===== config.mk =====
export PLATFORM = sky130hd
export DESIGN_NAME = synth_dither_and_path_config_regs
export DESIGN_NICKNAME = d
export VERILOG_FILES = /design/src/synth_cfg_pkg.sv /design/src/serial_word_rx.sv /design/src/synth_dither_and_path_config_regs.sv
export SDC_FILE = /design/constraint.sdc
export NUM_CORES = 1
export LEC_CHECK = 0
export ABC_AREA = 1
export BUFFER_PORTS_ARGS = -buffer_cell sky130_fd_sc_hd__buf_4
export CAP_MARGIN = 20
export CORE_ASPECT_RATIO = 1.4
export CORE_MARGIN = 4
export CORE_UTILIZATION = 25
export DETAILED_ROUTE_END_ITERATION = 10
export MAX_ROUTING_LAYER = met4
export PLACE_DENSITY = 0.41
export SYNTH_ARGS = -nofsm -noshare
export SYNTH_HDL_FRONTEND = slang
export SYNTH_SLANG_ARGS = --single-unit

===== constraint.sdc =====
create_clock -name core_clk -period 4.2 [get_ports core_clk]
set_clock_uncertainty 0.15 [all_clocks]
set_input_delay 0.42 -clock core_clk [delete_from_list [all_inputs] [get_ports core_clk]]
set_output_delay 0.42 -clock core_clk [all_outputs]
set_load 0.05 [all_outputs]

===== src/synth_cfg_pkg.sv =====
// Constants, field layouts and reset words for the synthesizer configuration registers
// Behaviour
// - Dither word: bit23 zero, magnitude 22:21, enable 20, restart 19:3, select 011.
// - Dither register resets to 0x10000B: magnitude code 00, enabled, restart one.
// - Charge pump and reference register resets to 0x0AA7E4.
// - Loop enable and LO path register resets to 0x0000E5.
// - Oscillator control register resets to 0x1E2106.
// - Mixer bias and oscillator register resets to 0x000007, bias off.
// - Mixer word: source select bit22, bias bit21, zeros 20:3, select 111.
// - Mixer bias follows the written bias enable bit.
// - Source select zero picks on-chip oscillator, one picks external.
// - Three-pin serial port loads five 24-bit registers.
package synth_cfg_pkg;

	localparam int          WORD_W        = 24;
	localparam int          SEL_W         = 3;
	localparam int          BITCNT_W      = 5;
	localparam logic [4:0]  WORD_LAST_BIT = 5'h17;

	// Register select codes
	localparam logic [2:0] SEL_DITHER = 3'h3;
	localparam logic [2:0] SEL_CPREF  = 3'h4;
	localparam logic [2:0] SEL_LOOPLO = 3'h5;
	localparam logic [2:0] SEL_OSC    = 3'h6;
	localparam logic [2:0] SEL_MIXER  = 3'h7;

	// Reset words
	localparam logic [23:0] RST_DITHER = 24'h10_000B;
	localparam logic [23:0] RST_CPREF  = 24'h0A_A7E4;
	localparam logic [23:0] RST_LOOPLO = 24'h00_00E5;
	localparam logic [23:0] RST_OSC    = 24'h1E_2106;
	localparam logic [23:0] RST_MIXER  = 24'h00_0007;

	// Dither word fields
	typedef struct packed {
		logic        zero_bit;
		logic [1:0]  dither_magnitude_code;
		logic        dither_on;
		logic [16:0] dither_restart_value;
		logic [2:0]  sel;
	} dither_word_t;

	// Mixer word fields
	typedef struct packed {
		logic        unused_top;
		logic        oscillator_source_select;
		logic        mixer_bias_on;
		logic [17:0] zeros;
		logic [2:0]  sel;
	} mixer_word_t;

	// Decoded outputs to the analogue side
	typedef struct packed {
		logic        dither_active;
		logic [3:0]  dither_magnitude;
		logic [16:0] dither_restart_value;
		logic        mixer_bias_on;
		logic        oscillator_external;
	} synth_ctrl_t;

	// Magnitude code to dither amplitude
	function automatic logic [3:0] dither_mag(input logic [1:0] code);
		case (code)
			2'b00:   dither_mag = 4'hF;
			2'b01:   dither_mag = 4'h7;
			2'b10:   dither_mag = 4'h3;
			default: dither_mag = 4'h1;
		endcase
	endfunction

endpackage


===== src/serial_word_rx.sv =====
// Three-pin serial shifter that delivers completed 24-bit words
`timescale 1ns/1ps
module serial_word_rx
	import synth_cfg_pkg::*;
(
	// Clock and reset
	input  wire logic               core_clk,
	input  wire logic               resetn,
	// Serial pins, already synchronised
	input  wire logic               sclk_s,
	input  wire logic               sdata_s,
	input  wire logic               latch_s,
	// Word out
	output logic                    word_valid,
	output logic [WORD_W-1:0]       word_q
);
	logic                sclk_prev_q;
	logic                latch_prev_q;
	logic [WORD_W-1:0]   shift_q;
	logic [BITCNT_W-1:0] count_q;
	logic                valid_q;

	////////////////////////////////////////////////////////////
	// Edge history of clock and latch
	always_ff @(posedge core_clk or negedge resetn) begin
		if (!resetn) begin
			sclk_prev_q  <= 1'b0;
			latch_prev_q <= 1'b0;
		end else begin
			sclk_prev_q  <= sclk_s;
			latch_prev_q <= latch_s;
		end
	end

	// Shift MSB first on rising serial clock while latch is low
	always_ff @(posedge core_clk or negedge resetn) begin
		if (!resetn) begin
			shift_q <= '0;
			count_q <= '0;
		end else if (latch_s && !latch_prev_q) begin
			count_q <= '0;
		end else if (sclk_s && !sclk_prev_q && !latch_s) begin
			shift_q <= {shift_q[WORD_W-2:0], sdata_s};
			if (count_q != 5'h1F)
				count_q <= count_q + 5'h01;
		end
	end

	// A word counts only if exactly 24 bits preceded the latch edge
	always_ff @(posedge core_clk or negedge resetn) begin
		if (!resetn) begin
			valid_q <= 1'b0;
			word_q  <= '0;
		end else begin
			valid_q <= latch_s && !latch_prev_q && (count_q == WORD_LAST_BIT + 5'h01);
			if (latch_s && !latch_prev_q)
				word_q <= shift_q;
		end
	end

	assign word_valid = valid_q;

endmodule


===== src/synth_dither_and_path_config_regs.sv =====
// Configuration register bank for dither, loop, oscillator and mixer control
`timescale 1ns/1ps
module synth_dither_and_path_config_regs
	import synth_cfg_pkg::*;
(
	// Clock and reset
	input  wire logic                  core_clk,
	input  wire logic                  resetn,
	// Three-pin serial port
	input  wire logic                  ser_clk,
	input  wire logic                  ser_data,
	input  wire logic                  ser_latch,
	// Raw register words
	output logic [WORD_W-1:0]          cp_ref_word,
	output logic [WORD_W-1:0]          loop_lo_word,
	output logic [WORD_W-1:0]          osc_ctrl_word,
	// Decoded controls
	output synth_cfg_pkg::synth_ctrl_t ctrl
);
	import synth_cfg_pkg::*;

	logic [1:0]          sclk_sync_q;
	logic [1:0]          sdat_sync_q;
	logic [1:0]          latch_sync_q;
	logic                word_valid;
	logic [WORD_W-1:0]   word;
	logic [2:0]          word_sel;
	dither_word_t        dither_q;
	logic [WORD_W-1:0]   cp_ref_q;
	logic [WORD_W-1:0]   loop_lo_q;
	logic [WORD_W-1:0]   osc_q;
	mixer_word_t         mixer_q;
	synth_ctrl_t         ctrl_q;

	////////////////////////////////////////////////////////////
	// Two-stage synchronisers; first stage feeds only the second
	always_ff @(posedge core_clk or negedge resetn) begin
		if (!resetn) begin
			sclk_sync_q  <= '0;
			sdat_sync_q  <= '0;
			latch_sync_q <= '0;
		end else begin
			sclk_sync_q  <= {sclk_sync_q[0], ser_clk};
			sdat_sync_q  <= {sdat_sync_q[0], ser_data};
			latch_sync_q <= {latch_sync_q[0], ser_latch};
		end
	end

	serial_word_rx u_rx (
		.core_clk   (core_clk),
		.resetn     (resetn),
		.sclk_s     (sclk_sync_q[1]),
		.sdata_s    (sdat_sync_q[1]),
		.latch_s    (latch_sync_q[1]),
		.word_valid (word_valid),
		.word_q     (word)
	);

	assign word_sel = word[SEL_W-1:0];

	////////////////////////////////////////////////////////////
	// Dither register; bit 23 forced zero regardless of the host
	always_ff @(posedge core_clk or negedge resetn) begin
		if (!resetn) begin
			dither_q <= RST_DITHER;
		end else if (word_valid && word_sel == SEL_DITHER) begin
			dither_q          <= word;
			dither_q.zero_bit <= 1'b0;
		end
	end

	// Middle registers keep whole words; their fields belong elsewhere
	always_ff @(posedge core_clk or negedge resetn) begin
		if (!resetn) begin
			cp_ref_q  <= RST_CPREF;
			loop_lo_q <= RST_LOOPLO;
			osc_q     <= RST_OSC;
		end else if (word_valid) begin
			if (word_sel == SEL_CPREF)
				cp_ref_q <= word;
			if (word_sel == SEL_LOOPLO)
				loop_lo_q <= word;
			if (word_sel == SEL_OSC)
				osc_q <= word;
		end
	end

	// Mixer register; reserved bits held at zero
	always_ff @(posedge core_clk or negedge resetn) begin
		if (!resetn) begin
			mixer_q <= RST_MIXER;
		end else if (word_valid && word_sel == SEL_MIXER) begin
			mixer_q            <= word;
			mixer_q.unused_top <= 1'b0;
			mixer_q.zeros      <= '0;
		end
	end

	////////////////////////////////////////////////////////////
	// Decoded controls registered so outputs come from flip-flops
	always_ff @(posedge core_clk or negedge resetn) begin
		if (!resetn) begin
			ctrl_q <= '0;
		end else begin
			ctrl_q.dither_active        <= dither_q.dither_on;
			ctrl_q.dither_magnitude     <= dither_q.dither_on ?
				dither_mag(dither_q.dither_magnitude_code) : 4'h0;
			ctrl_q.dither_restart_value <= dither_q.dither_restart_value;
			ctrl_q.mixer_bias_on        <= mixer_q.mixer_bias_on;
			ctrl_q.oscillator_external  <= mixer_q.oscillator_source_select;
		end
	end

	assign ctrl          = ctrl_q;
	assign cp_ref_word   = cp_ref_q;
	assign loop_lo_word  = loop_lo_q;
	assign osc_ctrl_word = osc_q;

	////////////////////////////////////////////////////////////
	// Assertions; all sample on the core clock, and all but the two reset-word checks and the cover properties sleep through reset
	// Checks that use $past start one edge late, so no reset-time sample feeds them

	// Field layout of the stored words
	a_dither_bit_zero: assert property (@(posedge core_clk) disable iff (!resetn)
		dither_q.zero_bit == 1'b0) else $error("dither bit 23 set");
	a_select_codes: assert property (@(posedge core_clk) disable iff (!resetn)
		dither_q.sel == SEL_DITHER && mixer_q.sel == SEL_MIXER)
		else $error("stored select code wrong");
	a_mixer_reserved: assert property (@(posedge core_clk) disable iff (!resetn)
		mixer_q.unused_top == 1'b0 && mixer_q.zeros == '0)
		else $error("mixer reserved bits set");

	// Write paths: a selected word lands on the edge after it is valid
	a_dither_write: assert property (@(posedge core_clk) disable iff (!resetn)
		word_valid && word_sel == SEL_DITHER |=> dither_q[22:0] == $past(word[22:0]))
		else $error("dither write lost");
	a_mixer_write: assert property (@(posedge core_clk) disable iff (!resetn)
		word_valid && word_sel == SEL_MIXER |=> mixer_q.mixer_bias_on == $past(word[21])
		&& mixer_q.zeros == '0) else $error("mixer write wrong");
	a_cpref_write: assert property (@(posedge core_clk) disable iff (!resetn)
		word_valid && word_sel == SEL_CPREF |=> cp_ref_q == $past(word))
		else $error("charge pump write lost");
	a_looplo_write: assert property (@(posedge core_clk) disable iff (!resetn)
		word_valid && word_sel == SEL_LOOPLO |=> loop_lo_q == $past(word))
		else $error("loop word write lost");
	a_osc_write: assert property (@(posedge core_clk) disable iff (!resetn)
		word_valid && word_sel == SEL_OSC |=> osc_q == $past(word))
		else $error("oscillator write lost");

	// Unselected registers hold their words, refused frames included except for cp_ref_q
	a_select_only: assert property (@(posedge core_clk) disable iff (!resetn)
		word_valid && word_sel != SEL_CPREF |=> $stable(cp_ref_q))
		else $error("unselected register changed");
	a_osc_hold: assert property (@(posedge core_clk) disable iff (!resetn)
		!(word_valid && word_sel == SEL_OSC) |=> $stable(osc_q))
		else $error("oscillator word changed");
	a_dither_hold: assert property (@(posedge core_clk) disable iff (!resetn)
		!(word_valid && word_sel == SEL_DITHER) |=> $stable(dither_q))
		else $error("dither word changed");
	a_looplo_hold: assert property (@(posedge core_clk) disable iff (!resetn)
		!(word_valid && word_sel == SEL_LOOPLO) |=> $stable(loop_lo_q))
		else $error("loop word changed");
	a_mixer_hold: assert property (@(posedge core_clk) disable iff (!resetn)
		!(word_valid && word_sel == SEL_MIXER) |=> $stable(mixer_q))
		else $error("mixer word changed");

	// Decode to the analogue side, one edge behind the registers
	a_bias_follow: assert property (@(posedge core_clk) disable iff (!resetn)
		word_valid && word_sel == SEL_MIXER |=> ##1 ctrl.mixer_bias_on == $past(word[21], 2))
		else $error("bias not following");
	a_osc_select: assert property (@(posedge core_clk) disable iff (!resetn)
		word_valid && word_sel == SEL_MIXER |=> ##1 ctrl.oscillator_external == $past(word[22], 2))
		else $error("oscillator select wrong");
	a_bias_map: assert property (@(posedge core_clk) disable iff (!resetn)
		1'b1 |=> ctrl.mixer_bias_on == $past(mixer_q.mixer_bias_on))
		else $error("bias output wrong");
	a_osc_map: assert property (@(posedge core_clk) disable iff (!resetn)
		1'b1 |=> ctrl.oscillator_external == $past(mixer_q.oscillator_source_select))
		else $error("oscillator output wrong");
	a_restart_pass: assert property (@(posedge core_clk) disable iff (!resetn)
		1'b1 |=> ctrl.dither_restart_value == $past(dither_q.dither_restart_value))
		else $error("restart value wrong");
	a_dither_off: assert property (@(posedge core_clk) disable iff (!resetn)
		!dither_q.dither_on |=> ctrl.dither_magnitude == 4'h0 && !ctrl.dither_active)
		else $error("dither not disabled");
	a_active_on: assert property (@(posedge core_clk) disable iff (!resetn)
		dither_q.dither_on |=> ctrl.dither_active)
		else $error("dither not enabled");
	a_mag_max: assert property (@(posedge core_clk) disable iff (!resetn)
		dither_q.dither_on && dither_q.dither_magnitude_code == 2'b00 |=>
		ctrl.dither_magnitude == 4'hF) else $error("magnitude map wrong");
	a_mag_mid: assert property (@(posedge core_clk) disable iff (!resetn)
		dither_q.dither_on && dither_q.dither_magnitude_code == 2'b01 |=>
		ctrl.dither_magnitude == 4'h7) else $error("magnitude map wrong");
	a_mag_low: assert property (@(posedge core_clk) disable iff (!resetn)
		dither_q.dither_on && dither_q.dither_magnitude_code == 2'b10 |=>
		ctrl.dither_magnitude == 4'h3) else $error("magnitude map wrong");
	a_mag_min: assert property (@(posedge core_clk) disable iff (!resetn)
		dither_q.dither_on && dither_q.dither_magnitude_code == 2'b11 |=>
		ctrl.dither_magnitude == 4'h1) else $error("magnitude map wrong");

	// Reset words, seen on the first edge after release
	a_reset_words: assert property (@(posedge core_clk)
		$rose(resetn) |-> loop_lo_q == RST_LOOPLO && dither_q == RST_DITHER)
		else $error("reset word wrong");
	a_reset_rest: assert property (@(posedge core_clk)
		$rose(resetn) |-> cp_ref_q == RST_CPREF && osc_q == RST_OSC && mixer_q == RST_MIXER)
		else $error("reset word wrong");
	// Decoded outputs read zero in reset, so their reset state shows one edge later
	a_reset_ctrl: assert property (@(posedge core_clk) disable iff (!resetn)
		$rose(resetn) |=> ctrl.dither_active && ctrl.dither_magnitude == 4'hF
		&& ctrl.dither_restart_value == RST_DITHER[19:3]
		&& !ctrl.mixer_bias_on && !ctrl.oscillator_external)
		else $error("decoded reset state wrong");

	// Main scenarios
	c_dither_write: cover property (@(posedge core_clk) word_valid && word_sel == SEL_DITHER);
	c_mixer_write:  cover property (@(posedge core_clk) word_valid && word_sel == SEL_MIXER);
	c_low_sel:      cover property (@(posedge core_clk) word_valid && word_sel < SEL_DITHER);
	c_dither_off:   cover property (@(posedge core_clk) word_valid && word_sel == SEL_DITHER
		&& !word[20]);
	c_external_osc: cover property (@(posedge core_clk) ctrl.mixer_bias_on
		&& ctrl.oscillator_external);

endmodule


==> impl_metrics.tcl <==
set metrics [dict create \
    synthesis.instances 575 \
    nets 680 \
    wl_per_cell_um 14.6 \
    arrival_ns 2.05 \
    final_cell_mix "dfrtp_1, nand2_1, buf_4" \
    tightest_slew_ns 0.971 \
    synthToLayoutAreaGrowth_pct 25.6 \
    cts_buffers 17 \
    final_common_cell "dfrtp_1" \
    status "finished, violations left" \
    worstRegToRegCells 5 \
    grt_pass1_wl_um 24300 \
    firstDrtPassIters 4 \
    crit_fanout 40 \
    grt_max_degree 118 \
    num_vias 4141 \
    clockBufferDepth 2 \
    finalHoldViolCount 6 \
    whs_ns -0.0283 \
    ir_drop_mv 0.262 \
    min_path_type "primary input to asynchronous set/reset pin" \
    port_buffers 100 \
    fin_area_um2 8110 \
    leakage_nw 3.93 \
    clk_pin_slew_worst_paths_ns 0.07 \
    cp-end-kind "flop" \
    initial_core_util_pct 25.4 \
    grt-ovfl-total 0 \
    placed_cell_area_um2 7450 \
    cts_tree "yes" \
    slew_violations 0 \
    layout.cells.non_filler 1004 \
    finalCritPeriodShare_pct 45.7 \
    drv_cap 0 \
    failed_checks "negative hold slack" \
    track_usage_pct 11.4 \
    regArea_um2 4510 \
    rows 69 \
    htree_levels 4 \
    pin_count 101 \
    max_freq_mhz 520 \
    post-route-drc-count 0 \
    drt_iter0_markers 208 \
    syn-num-nets 583 \
    cp.required_ns 4.33 \
    yosysWarningCount 0 \
    routabilityCongestion 0.747 \
    multi_input_area_um2 1560 \
    ys_types 26 \
    diodes 0 \
    wl_um 14600 \
    place_hpwl_um 10000 \
    fin_crit_ns 1.92 \
    ant_nets 0 \
    dp_worst_setup_slack_ns 2.27 \
    cts_num_sinks 179 \
    syn_avg_cell_area_um2 11.2 \
    ys_seq_area_share_pct 69.9 \
    netlist_area_um2 6450 \
    ys_ff_latch 179 \
    grt_setup_unrepaired "false" \
    die_w_um 144 \
    drive_gt1_share_pct 29.6 \
    setup_ws_ns 2.28 \
    routed_via_density 4.12 \
    dieArea_um2 28500 \
    grt_pass1_vias 4289 \
    post_cts_buffers 0 \
    dp_cells 969 \
    cts_root_buf "clkbuf_16" \
    die_h_um 198 \
    setup_tns_ns 0 \
    nFillCells 2651 \
    final-setup-viol-count 0 \
    maxSlewHeadroom_pct 35.1 \
    power_density_nw_per_um2 474 \
    antenna_found_initial 0 \
    start_kind "flop" \
    core_um2 25400 \
    worst-setup-path-type "flop to flop" \
    clkLatencyLatePin_ns 0.43 \
]
==> synthesized netlist by cell type <==
library cell	n	area [um2]
a21oi_1	14	70.1
buf_2	9	45.0
buf_4	6	45.0
buf_6	8	90.1
clkbuf_1	4	15.0
dfrtp_1	153	3830
dfstp_2	26	683
ha_1	3	37.5
inv_1	49	184
inv_2	3	11.3
nand2_1	135	507
nand2_2	2	12.5
nand2_4	1	11.3
nand3_1	2	10.0
nand3_2	3	30.0
nand4_1	3	18.8
nor2_1	21	78.8
nor2_2	4	25.0
nor3_1	1	5.00
nor3_2	1	10.0
nor4_2	1	12.5
o21ai_0	68	340
o21ai_1	29	145
o21ai_2	23	201
or2_1	1	6.26
or2_2	5	31.3
==> per-stage QoR <==
stage / power [mW] / util (%) / hold slack (ns)
after floorplan: 2.07 / - / -0.0256
after global placement: 2.19 / 29.4 / 0.183
after detailed placement: 2.20 / 29.4 / 0.186
after CTS: 3.92 / 32.0 / 0.0209
after global routing: 4.04 / 32.0 / 0.0542
final: 3.84 / 32.0 / -0.0283
==> power by group <==
part / internal, mW / leakage [nW] / switching, mW
Clock: 1.00 / 0.298 / 0.683
Combinational: 0.0604 / 1.33 / 0.199
Sequential: 1.84 / 2.30 / 0.0601
Total: 2.90 / 3.93 / 0.942
==> routing by layer <==
layer | vias up | part of all wire (%) | track usage (%)
met5 | - | 0 | -
met1 | 2028 | 44 | 13.9
met3 | 11 | 3.3 | 2.44
met4 | 0 | 1.5 | 4.50
li1 | 2034 | - | -
met2 | 68 | 51 | 18.4
==> cell families after synthesis <==
family                   count (synthesis)  synth area share (%)
flip-flops                             179                  69.9
AO/OA/AOI/OAI                          134                  11.7
buffers and inverters                   79                  6.05
AND/OR/NAND/NOR                        180                  11.7
adder cells (fa/ha/maj)                  3                 0.582
==> worst paths after layout <==
check | startpoint | endpoint | slack [ns]
max reg2reg | u_rx.word_q[1] | dither_q[7] | 2.28
max in group asynchronous | resetn | loop_lo_word[6] | 2.95
max | u_rx.word_q[1] | dither_q[7] | 2.28
min in group core_clk | latch_sync_q[0] | latch_sync_q[1] | 0.20
min reg2reg | latch_sync_q[0] | latch_sync_q[1] | 0.20
min | resetn | ctrl[1] | -0.03
==> worst max-delay path: stages, from the launching register on <==
cell     delay, ns
dfrtp_1       0.43
nand2_2       0.09
inv_2         0.09
nand3_2       0.65
nand2_1       0.26
o21ai_1       0.09
==> area by class of cell <==
type | count | area share (%)
timing repair buffer | 105 | 10.0
sequential | 179 | 55.6
inverter | 52 | 2.41
clock inverter | 14 | 2.47
clock buffer | 18 | 5.29
tap | 319 | 4.92
multi-input combinational | 317 | 19.2
==> what timing repair did <==
action / 4_1_cts / 5_1_grt
gates resized for setup: 0 / 0
hold endpoints to repair: 3 / 0
hold buffers: 3 / 0
==> registers in the layout, indices dropped and copies added (netlist names) <==
register	count
cp_ref_word	24
ctrl	23
dither_q	20
latch_sync_q	2
loop_lo_word	24
mixer_q	2
osc_ctrl_word	24
sclk_sync_q	2
sdat_sync_q	2
u_rx.count_q	5
u_rx.latch_prev_q	1
u_rx.sclk_prev_q	1
u_rx.shift_q	24
u_rx.word_q	24
u_rx.word_valid	1
No activity file was read; power rests on OpenSTA's default activity.
